<file path="src/pcg_defs.vh">
// Behaviour
// - a gating bit at 0 passes clocks, at 1 stops them; all bits reset to 0.
// - one gating bit stops or passes both high and low speed clocks together.
// - bits of peripherals absent in a variant ignore writes and read zero.
// - registers sit at 0xF070, 0xF072, 0xF074; low byte even, high byte odd.
// - registers accept byte and word access and reset to all zero.
// - first register bits 7..0 gate general timers 7..0; 15..8 unused.
// - second register bits 7..0 gate functional timers by bit index.
// - second register bit 12 gates i2c unit 0, bits 9,8 i2c masters 1,0.
// - third register bits 5..0 gate serial units 5..0.
// - third register bits 15,14,13,11 gate dma, buzzer, mul/div, crc.
// - reset-hold bit at 1 holds the peripheral in reset, 0 releases; reset 0.
`ifndef PCG_DEFS_VH
`define PCG_DEFS_VH

// ****************************************
// register map (byte addresses)
// ****************************************
`define PCG_ADDR_GATE_TIMERS   16'hF070
`define PCG_ADDR_GATE_FTIM_I2C 16'hF072
`define PCG_ADDR_GATE_SER_MISC 16'hF074
`define PCG_ADDR_RST_TIMERS    16'hF078
`define PCG_ADDR_RST_FTIM_I2C  16'hF07A
`define PCG_ADDR_RST_SER_MISC  16'hF07C

// ****************************************
// writable bit masks and reset value
// ****************************************
`define PCG_MASK_TIMERS   16'h00FF
`define PCG_MASK_FTIM_I2C 16'h13FF
`define PCG_MASK_SER_MISC 16'hE83F
`define PCG_RESET_VALUE   16'h0000

// ****************************************
// field positions
// ****************************************
`define PCG_BIT_I2C_UNIT_0   12
`define PCG_BIT_I2C_MASTER_1 9
`define PCG_BIT_I2C_MASTER_0 8
`define PCG_BIT_DMA_ENGINE   15
`define PCG_BIT_BUZZER       14
`define PCG_BIT_MUL_DIV_UNIT 13
`define PCG_BIT_CRC_UNIT     11

`endif

</file>
<file path="src/pcg_ctl_reg.v">
`timescale 1ns/10ps
`include "pcg_defs.vh"

// one 16-bit control register with byte lane writes and a fixed writable mask
module pcg_ctl_reg #(
    parameter [15:0] WRITE_MASK = 16'hFFFF
) (
    // clock and reset
    input  wire        clk,
    input  wire        srst,
    // write port
    input  wire        wrEn,
    input  wire [1:0]  byteEn,
    input  wire [15:0] wrData,
    // state
    output wire [15:0] value
);

    reg  [15:0] value_reg;
    reg  [15:0] value_next;

    // ****************************************
    // lane merge
    // ****************************************
    // only masked bits ever take a one, so absent bits stay zero
    always @*
    begin
        value_next = value_reg;
        if (wrEn)
        begin
            if (byteEn[0])
                value_next[7:0] = wrData[7:0];
            if (byteEn[1])
                value_next[15:8] = wrData[15:8];
        end
        value_next = value_next & WRITE_MASK;
    end

    // register, zero after reset
    always @(posedge clk)
    begin
        if (srst)
            value_reg <= `PCG_RESET_VALUE;
        else
            value_reg <= value_next;
    end

    assign value = value_reg;

endmodule // pcg_ctl_reg

</file>
<file path="src/pcg_gating_bank.v">
// The implementer's own choice: register access over APB.
`timescale 1ns/10ps
`include "pcg_defs.vh"

// peripheral clock gating bank with companion reset-hold registers
module pcg_gating_bank #(
    // variant masks: clear a bit for a peripheral absent from the product
    parameter [15:0] PRESENT_TIMERS   = 16'hFFFF,
    parameter [15:0] PRESENT_FTIM_I2C = 16'hFFFF,
    parameter [15:0] PRESENT_SER_MISC = 16'hFFFF
) (
    // clock and reset
    input  wire        clk,
    input  wire        srst,
    // apb slave
    input  wire        psel,
    input  wire        penable,
    input  wire        pwrite,
    input  wire [15:0] paddr,
    input  wire [31:0] pwdata,
    input  wire [3:0]  pstrb,
    output wire        pready,
    output wire        pslverr,
    output reg  [31:0] prdata,
    // high speed clock enables, one per peripheral
    output wire [7:0]  hsEnGenTimer,
    output wire [7:0]  hsEnFuncTimer,
    output wire        hsEnI2cUnit0,
    output wire [1:0]  hsEnI2cMaster,
    output wire [5:0]  hsEnSerialUnit,
    output wire        hsEnDmaEngine,
    output wire        hsEnBuzzer,
    output wire        hsEnMulDivUnit,
    output wire        hsEnCrcUnit,
    // low speed clock enables, one per peripheral
    output wire [7:0]  lsEnGenTimer,
    output wire [7:0]  lsEnFuncTimer,
    output wire        lsEnI2cUnit0,
    output wire [1:0]  lsEnI2cMaster,
    output wire [5:0]  lsEnSerialUnit,
    output wire        lsEnDmaEngine,
    output wire        lsEnBuzzer,
    output wire        lsEnMulDivUnit,
    output wire        lsEnCrcUnit,
    // peripheral reset holds, active high
    output wire [15:0] rstHoldTimers,
    output wire [15:0] rstHoldFtimI2c,
    output wire [15:0] rstHoldSerMisc
);

    localparam NUM_REGS = 6;

    // ****************************************
    // decode
    // ****************************************
    // the word address selects a register; bit 0 of paddr is dropped from it
    // so both even and odd byte addresses reach the same register
    wire        wrAccess = psel & penable & pwrite;
    wire [15:0] wordAddr = {paddr[15:1], 1'b0};
    reg  [NUM_REGS-1:0] regHit;
    wire        anyHit   = |regHit;

    always @*
    begin
        regHit    = 6'h00;
        regHit[0] = (wordAddr == `PCG_ADDR_GATE_TIMERS);
        regHit[1] = (wordAddr == `PCG_ADDR_GATE_FTIM_I2C);
        regHit[2] = (wordAddr == `PCG_ADDR_GATE_SER_MISC);
        regHit[3] = (wordAddr == `PCG_ADDR_RST_TIMERS);
        regHit[4] = (wordAddr == `PCG_ADDR_RST_FTIM_I2C);
        regHit[5] = (wordAddr == `PCG_ADDR_RST_SER_MISC);
    end

    // ****************************************
    // byte lanes
    // ****************************************
    // a 16-bit register occupies the low half of the apb word; an odd byte
    // address writes the high byte alone, taking lane 0 unless pstrb[1] is set, so 8-bit cpu moves work
    reg  [1:0]  laneEn;
    reg  [15:0] laneData;

    always @*
    begin
        if (paddr[0])
        begin
            laneEn   = {pstrb[0] | pstrb[1], 1'b0};
            laneData = {pstrb[1] ? pwdata[15:8] : pwdata[7:0], 8'h00};
        end
        else
        begin
            laneEn   = pstrb[1:0];
            laneData = pwdata[15:0];
        end
    end

    // ****************************************
    // register array
    // ****************************************
    wire [16*NUM_REGS-1:0] regFlat;
    // constant so that each slice can set a parameter of the register below
    localparam [16*NUM_REGS-1:0] MASK_FLAT = {
        `PCG_MASK_SER_MISC & PRESENT_SER_MISC,
        `PCG_MASK_FTIM_I2C & PRESENT_FTIM_I2C,
        `PCG_MASK_TIMERS   & PRESENT_TIMERS,
        `PCG_MASK_SER_MISC & PRESENT_SER_MISC,
        `PCG_MASK_FTIM_I2C & PRESENT_FTIM_I2C,
        `PCG_MASK_TIMERS   & PRESENT_TIMERS
    };

    // absent peripherals and unused positions drop out through the mask
    genvar r;
    generate
        for (r = 0; r < NUM_REGS; r = r + 1)
        begin : gRegs
            pcg_ctl_reg #(
                .WRITE_MASK (MASK_FLAT[16*r+15:16*r])
            ) uReg (
                .clk    (clk),
                .srst   (srst),
                .wrEn   (wrAccess & regHit[r]),
                .byteEn (laneEn),
                .wrData (laneData),
                .value  (regFlat[16*r+15:16*r])
            );
        end
    endgenerate

    wire [15:0] gateTimers  = regFlat[15:0];
    wire [15:0] gateFtimI2c = regFlat[31:16];
    wire [15:0] gateSerMisc = regFlat[47:32];

    // ****************************************
    // read path
    // ****************************************
    // read data is registered in the setup cycle; odd byte address mirrors
    // the high byte onto lane 0; unmapped addresses read zero
    reg [15:0] rdSel;
    integer    k;

    always @*
    begin
        rdSel = 16'h0000;
        for (k = 0; k < NUM_REGS; k = k + 1)
            if (regHit[k])
                rdSel = regFlat[16*k +: 16];
    end

    always @(posedge clk)
    begin
        if (srst)
            prdata <= 32'h00000000;
        else if (psel & ~penable)
            prdata <= paddr[0] ? {16'h0000, rdSel[15:8], rdSel[15:8]} : {16'h0000, rdSel};
    end

    // zero wait states; unmapped addresses answer with an error
    assign pready  = 1'b1;
    assign pslverr = psel & penable & ~anyHit;

    // ****************************************
    // clock enables
    // ****************************************
    // the same bit drives both speed domains so they can never disagree
    assign hsEnGenTimer   = ~gateTimers[7:0];
    assign lsEnGenTimer   = ~gateTimers[7:0];
    assign hsEnFuncTimer  = ~gateFtimI2c[7:0];
    assign lsEnFuncTimer  = ~gateFtimI2c[7:0];
    assign hsEnI2cUnit0   = ~gateFtimI2c[`PCG_BIT_I2C_UNIT_0];
    assign lsEnI2cUnit0   = ~gateFtimI2c[`PCG_BIT_I2C_UNIT_0];
    assign hsEnI2cMaster  = ~{gateFtimI2c[`PCG_BIT_I2C_MASTER_1],
                              gateFtimI2c[`PCG_BIT_I2C_MASTER_0]};
    assign lsEnI2cMaster  = hsEnI2cMaster;
    assign hsEnSerialUnit = ~gateSerMisc[5:0];
    assign lsEnSerialUnit = ~gateSerMisc[5:0];
    assign hsEnDmaEngine  = ~gateSerMisc[`PCG_BIT_DMA_ENGINE];
    assign lsEnDmaEngine  = hsEnDmaEngine;
    assign hsEnBuzzer     = ~gateSerMisc[`PCG_BIT_BUZZER];
    assign lsEnBuzzer     = hsEnBuzzer;
    assign hsEnMulDivUnit = ~gateSerMisc[`PCG_BIT_MUL_DIV_UNIT];
    assign lsEnMulDivUnit = hsEnMulDivUnit;
    assign hsEnCrcUnit    = ~gateSerMisc[`PCG_BIT_CRC_UNIT];
    assign lsEnCrcUnit    = hsEnCrcUnit;

    // ****************************************
    // reset holds
    // ****************************************
    // the ordering reset, ungate, release is left to software
    assign rstHoldTimers  = regFlat[63:48];
    assign rstHoldFtimI2c = regFlat[79:64];
    assign rstHoldSerMisc = regFlat[95:80];

endmodule // pcg_gating_bank

</file>
<file path="config.mk">
export PLATFORM = sky130hd
export DESIGN_NAME = pcg_gating_bank
export DESIGN_NICKNAME = d
export VERILOG_FILES = /design/src/pcg_ctl_reg.v /design/src/pcg_gating_bank.v
export VERILOG_INCLUDE_DIRS = /design/src
export SDC_FILE = /design/constraint.sdc
export NUM_CORES = 1
export LEC_CHECK = 0
export ABC_AREA = 1
export BUFFER_PORTS_ARGS = -buffer_cell sky130_fd_sc_hd__buf_2
export CORE_MARGIN = 3
export CORE_UTILIZATION = 35
export CTS_CLUSTER_SIZE = 28
export DETAILED_ROUTE_END_ITERATION = 8
export GPL_ROUTABILITY_DRIVEN = 0
export SLEW_MARGIN = 5
export SYNTH_ARGS = -nofsm -noshare
export SYNTH_HDL_FRONTEND = slang
export SYNTH_SLANG_ARGS = --single-unit
</file>
<file path="constraint.sdc">
create_clock -name clk -period 1.6 [get_ports clk]
set_input_delay 0.24 -clock clk [delete_from_list [all_inputs] [get_ports clk]]
set_output_delay 0.24 -clock clk [all_outputs]
set_load 0.02 [all_outputs]
</file>
### Yosys cells after proc, flatten, opt, wreduce, memory -nomap -nowiden

Cells that the tools add are included.

| word-level totals | value |
|---|---|
| flip-flop bits (word level) | 112 |
| bits in latches | 0 |
| bits in writable memories | 0 |
| memory bits (read-only) | 0 |
| output and inout port bits | 140 |
| memories | 0 |

| cells by class | value |
|---|---|
| add/sub/neg operators | 0 |
| $mul | 0 |
| div/mod/pow operators | 0 |
| magnitude comparators | 0 |
| equal/unequal tests | 6 |
| shifts and indexed selects | 0 |
| multiplexer cells | 10 |
| bitwise logic cells | 22 |
| reductions and logical operators | 11 |

Operators with widths:

| cell | count |
|---|---|
| $mux W16 | 7 |
| $eq A15 B15 Y1 const B | 6 |
| $reduce_and A2 Y1 | 10 |
| $mux W8 | 2 |
| $not A8 Y8 | 2 |
| $and A1 B1 Y1 | 10 |
| $not A1 Y1 | 7 |
| $not A6 Y6 | 1 |
| $reduce_or A6 Y1 | 1 |
| $mux W2 | 1 |
| $not A2 Y2 | 1 |
| $or A1 B1 Y1 | 1 |

### Depth between registers and ports, before layout

| logic depth | value |
|---|---|
| word-level depth | 8 |
| mapped depth | 13 |
| gate-level depth less buffers | 13 |

### Modules after synthesis

Synthesis repeated with hierarchy kept, for this count alone.

| second synthesis, totals | value |
|---|---|
| cells, all modules | 910 |
| area total of the unflattened synthesis | 5290.1 µm² |

Modules (own cells, without submodules):

| module | instances | cells each | area an instance (µm²) | sequential area each (µm²) |
|---|---|---|---|---|
| pcg_gating_bank | 1 | 494 | 2560.0 | 320.3 |
| pcg_ctl_reg (gRegs[1].uReg ...) | 2 | 77 | 503.0 | 220.2 |
| pcg_ctl_reg (gRegs[2].uReg ...) | 2 | 71 | 461.7 | 200.2 |
| pcg_ctl_reg (gRegs[0].uReg ...) | 2 | 60 | 400.4 | 160.2 |

### Worst setup path after synthesis

No wires, ideal clock.

| path | value |
|---|---|
| kind | input-to-output |
| from | input port paddr[6] |
| to | output port pslverr |
| data arrival time | 1.382 ns |
| required time | 1.360 ns |
| setup slack | -0.022 ns |
| stages on the path | 9 |
| path buffers | 0 |
| cells stage by stage | nand2_1 > inv_1 > nand2_2 > nor2_2 > nand2_2 > nand2_1 > inv_1 > nand2_1 > nor3_1 |

| on the way | value |
|---|---|
| longest elaborated chain between the ends | 4 |
| elaborated cells between the ends (all ways) | 9 |

RTL lines:

| element | RTL line | source |
|---|---|---|
| start: declaration | pcg_gating_bank.v:19 | `input wire [15:0] paddr,` |
| $eq A15 B15 Y1 (no source line) | -- |  |
| $reduce_or A6 Y1 (*) | pcg_gating_bank.v:61 | `wire anyHit = \|regHit;` |
| $not A1 Y1 (*) | pcg_gating_bank.v:158 | `assign pslverr = psel & penable & ~anyHit;` |
| $and A1 B1 Y1 (*) | pcg_gating_bank.v:158 |  |
| end: declaration | pcg_gating_bank.v:23 | `output wire pslverr,` |

Every way passes the cells marked *; elsewhere a longest branch is shown, timed or not.

### Worst setup path in the final report

| path | value |
|---|---|
| from | input port paddr[15] |
| to | output port pslverr |

Same word-level chain as after synthesis.

==> metrics.md <==
| Metric | Value |
|---|---|
| # H-tree levels | `3` |
| Final Total Pwr | `between 4 and 5 mW` |
| Die Footprint | `about 13,000 µm²` |
| Crit path launch type | `primary input` |
| Final core occ | `approximately 47%` |
| Diode count | `0` |
| Post-Synth Simple-Gate Area | `a little over a fifth` |
| Synthesized area per cell | `approximately 7.0 µm²` |
| Mux share of post-synthesis cell area | `0%` |
| Layout Nets | `around 800` |
| Drt drc | `0` |
| Post-Synth Adder-Cell Area | `0%` |
| Max reg flops | `58` |
| Synth Instances | `574` |
| Die Y | `approximately 110 µm` |
| Worst-path maximum fanout | `12` |
| EDFF count, synth | `0` |
| Yosys reg bits | `73` |
| Vias in the first global route | `3,980` |
| Hold Buf Count CTS | `0` |
| Reg-to-reg critical path endpoint | `prdata[3]$_SDFFE_PP0P_` |
| Grt ovf | `0` |
| Antenna violations before repair | `0` |
| WHS | `0.206 ns` |
| Worst-Skew Late Latency | `approximately 0.33 ns` |
| Crit Path Class | `primary input to primary output` |
| Die X-Extent | `around 110 µm` |
| Commonest cells in the netlist | `nand2_1, dfxtp_1, a21oi_1` |
| Cell area after synthesis | `4040 µm²` |
| Cell taking the most area after synthesis | `dfxtp_1` |
| MaxCap Viol Count | `0` |
| Xor/xnor share of the synthesized area | `0%` |
| Fraction of layout cells with a size suffix above 1 | `around a third` |
| Largest net degree at the start of global routing | `55` |
| Post-synth top flop | `dfxtp_1` |
| Drt total wl | `12,900 µm` |
| CTS tree | `yes` |
| Pre-antenna DRT Iters | `5` |
| Outcome | `finished clean` |
| Final worst path period need | `around 1.5 ns` |
| Power Density | `813 nW/µm²` |
| Area Growth Syn to Fin | `29.4%` |
| Maximum clock path buffer count | `2` |
| Peak supply drop | `between 0.4 and 0.5 mV` |
| Reg-to-reg slack, setup | `0.52 ns` |
| Initial Util | `between 30% and 40%` |
| Vias/cell | `4.89` |
| Clock root buffer | `clkbuf_16` |
| DP Cell Count | `about 840` |
| Endpoints failing hold | `0` |
| WL/cell | `14.9 µm` |
| CTS buffer count | `9` |
| Share of the synthesized area in the top cell type | `36.1%` |
| Critical path, cell by cell | `buf_2, nand2_1, inv_1, nand2_2, nor2_4, buf_12, nand2_4, nand2_2, inv_2, nand2_2, nor3_4, buf_4` |
| Final setup fails | `0` |
| P_leak | `2.43 nW` |
| Library cells used by synthesis | `32` |
| Combinational share of power | `under 10%` |
| Core area | `11,100 µm²` |
| Crit-path max cell delay | `approximately 0.17 ns` |
| Critical Path Start | `paddr[15]` |
| CTS sink cnt | `73` |
| Buffers on Ports | `140` |
| Clock power frac | `47.5%` |
| Crit end category | `primary output` |
| Crit path depth | `12` |
| Psw | `1.06 mW` |
| Worst path buffer plus inverter count | `5` |
| Worst R2R Path Depth | `6` |
| Arrival time worst endpoint | `roughly 1.3 ns` |
| Compound-Gate Fraction of Synth Area | `about a fifth` |
| Count leader, synth | `nand2_1` |
| Ys async rst share | `0%` |
| Worst Hold Class | `primary input to flop` |
| Via Count | `around 4,200` |
| Sequential share of the synthesized area | `a little over a third` |
| Final worst path period share | `between 90 and 100%` |
| Most frequent cell on the critical path | `nand2_2` |
| Critical Path End | `pslverr` |
| Initial DRC count | `~230` |
| Dpl hpwl | `around 10,000 µm` |
| Reg2Reg Launch Point | `gRegs[2].uReg.value[3]$_SDFFE_PP0P_` |
| Area contributors post-synth | `dfxtp_1, buf_4, a21oi_1` |
| First-pass GRT wire length | `about 20,000 µm` |
| Non-Filler Instances | `between 800 and 900` |
| Fmax | `between 0.6 and 0.7 GHz` |
| Required time worst endpoint | `around 1.4 ns` |
| Post-DRT Antenna Nets | `0` |
| Final Skew | `0.00328 ns` |
| CP max-delay cell | `buf_4` |
| Flop pwr share | `a little over two fifths` |
| Tot GR Track Use | `a little under 20%` |
| Largest family of logic cells by synthesized area | `simple AND/OR/NAND/NOR gates` |
| Final Max Slew Viols | `0` |
| Top delay family on crit path | `buffers and inverters` |
| Cell Int Power | `approximately 3.2 mW` |
| Worst-path clk slew | `about 0.06 ns` |
| Ports | `197` |
| Syn. warnings | `0` |
| FP Rows | `38` |
| Sw frac | `about a quarter` |
[layout make-up]
type                       instances  area, µm²
multi-input combinational        376       1890
tap                              140        175
sequential                        73       1460
inverter                          76        289
timing repair buffer             185       1120
fill                            1129       5840
clock inverter                     5       55.1
clock buffer                      11        243
[repair_timing]
item,in CTS,in global routing
hold endpoints to repair,0,0
endpoints found under the setup margin,1,1
pin swaps,3,3
gates resized for setup,6,10
setup buffers,3,4
[power groups by stage]
| stage | registers (mW) | clock network, mW | logic (mW) |
|---|---|---|---|
| final | 1.84 | 2.02 | 0.397 |
| after global routing | 1.84 | 2.14 | 0.436 |
| after CTS | 1.84 | 2.05 | 0.386 |
| after detailed placement | 1.88 | 0 | 0.382 |
| after global placement | 1.88 | 0 | 0.377 |
| after floorplan | 1.89 | 0 | 0.286 |
[layer usage]
layer	vias to the layer above	track usage, %	wire, µm
li1	2063	-	-
met2	190	33.8	6460
met5	-	0	0
met4	0	6.01	215
met1	1956	24.1	5330
met3	24	4.56	899
[layout by cell type (no fill, tap or decap), types with 2 or more instances in the layout]
master / instances
buf_4: 40
nor3_1: 3
o22ai_1: 2
buf_2: 139
conb_1: 37
nor2_4: 8
o211ai_1: 4
clkinvlp_4: 2
inv_2: 6
or2_0: 3
a21oi_1: 72
inv_1: 66
buf_12: 6
nand4_1: 9
dfxtp_1: 73
nor2_1: 29
nand2_2: 8
nand3_2: 3
nor2_2: 10
nand3_1: 26
nand2_1: 76
clkbuf_16: 9
o21ai_0: 65
nand2_4: 3
o21ai_1: 10
o21ai_2: 2
clkinv_1: 2
clkinv_2: 3
[stage by stage]
stage                     setup TNS, ns  worst slack [ns]  instance area, µm²
after floorplan                       0             0.143                4180
after global placement            -1.04           -0.0815                4820
after detailed placement          -2.09            -0.120                4820
after CTS                             0           0.00737                5160
after global routing           -0.00225          -0.00225                5230
final                                 0            0.0632                5230
[kinds of logic after synthesis]
logic type,Yosys count
other,2
buffers and inverters,160
AO/OA/AOI/OAI,156
AND/OR/NAND/NOR,183
flip-flops,73
[worst min-delay path by stage]
stage / cells after the start / end / slack, ns / start
final: 2 / prdata[1]$_SDFFE_PP0P_ / 0.21 / srst
after global routing: 2 / prdata[1]$_SDFFE_PP0P_ / 0.21 / srst
after CTS: 2 / prdata[1]$_SDFFE_PP0P_ / 0.19 / srst
after detailed placement: 2 / gRegs[4].uReg.value[8]$_SDFFE_PP0P_ / 0.46 / gRegs[4].uReg.value[8]$_SDFFE_PP0P_
after global placement: 2 / prdata[14]$_SDFFE_PP0P_ / 0.46 / prdata[14]$_SDFFE_PP0P_
after floorplan: 3 / prdata[3]$_SDFFE_PP0P_ / 0.41 / paddr[0]
Power figures use the tool's default switching activity.
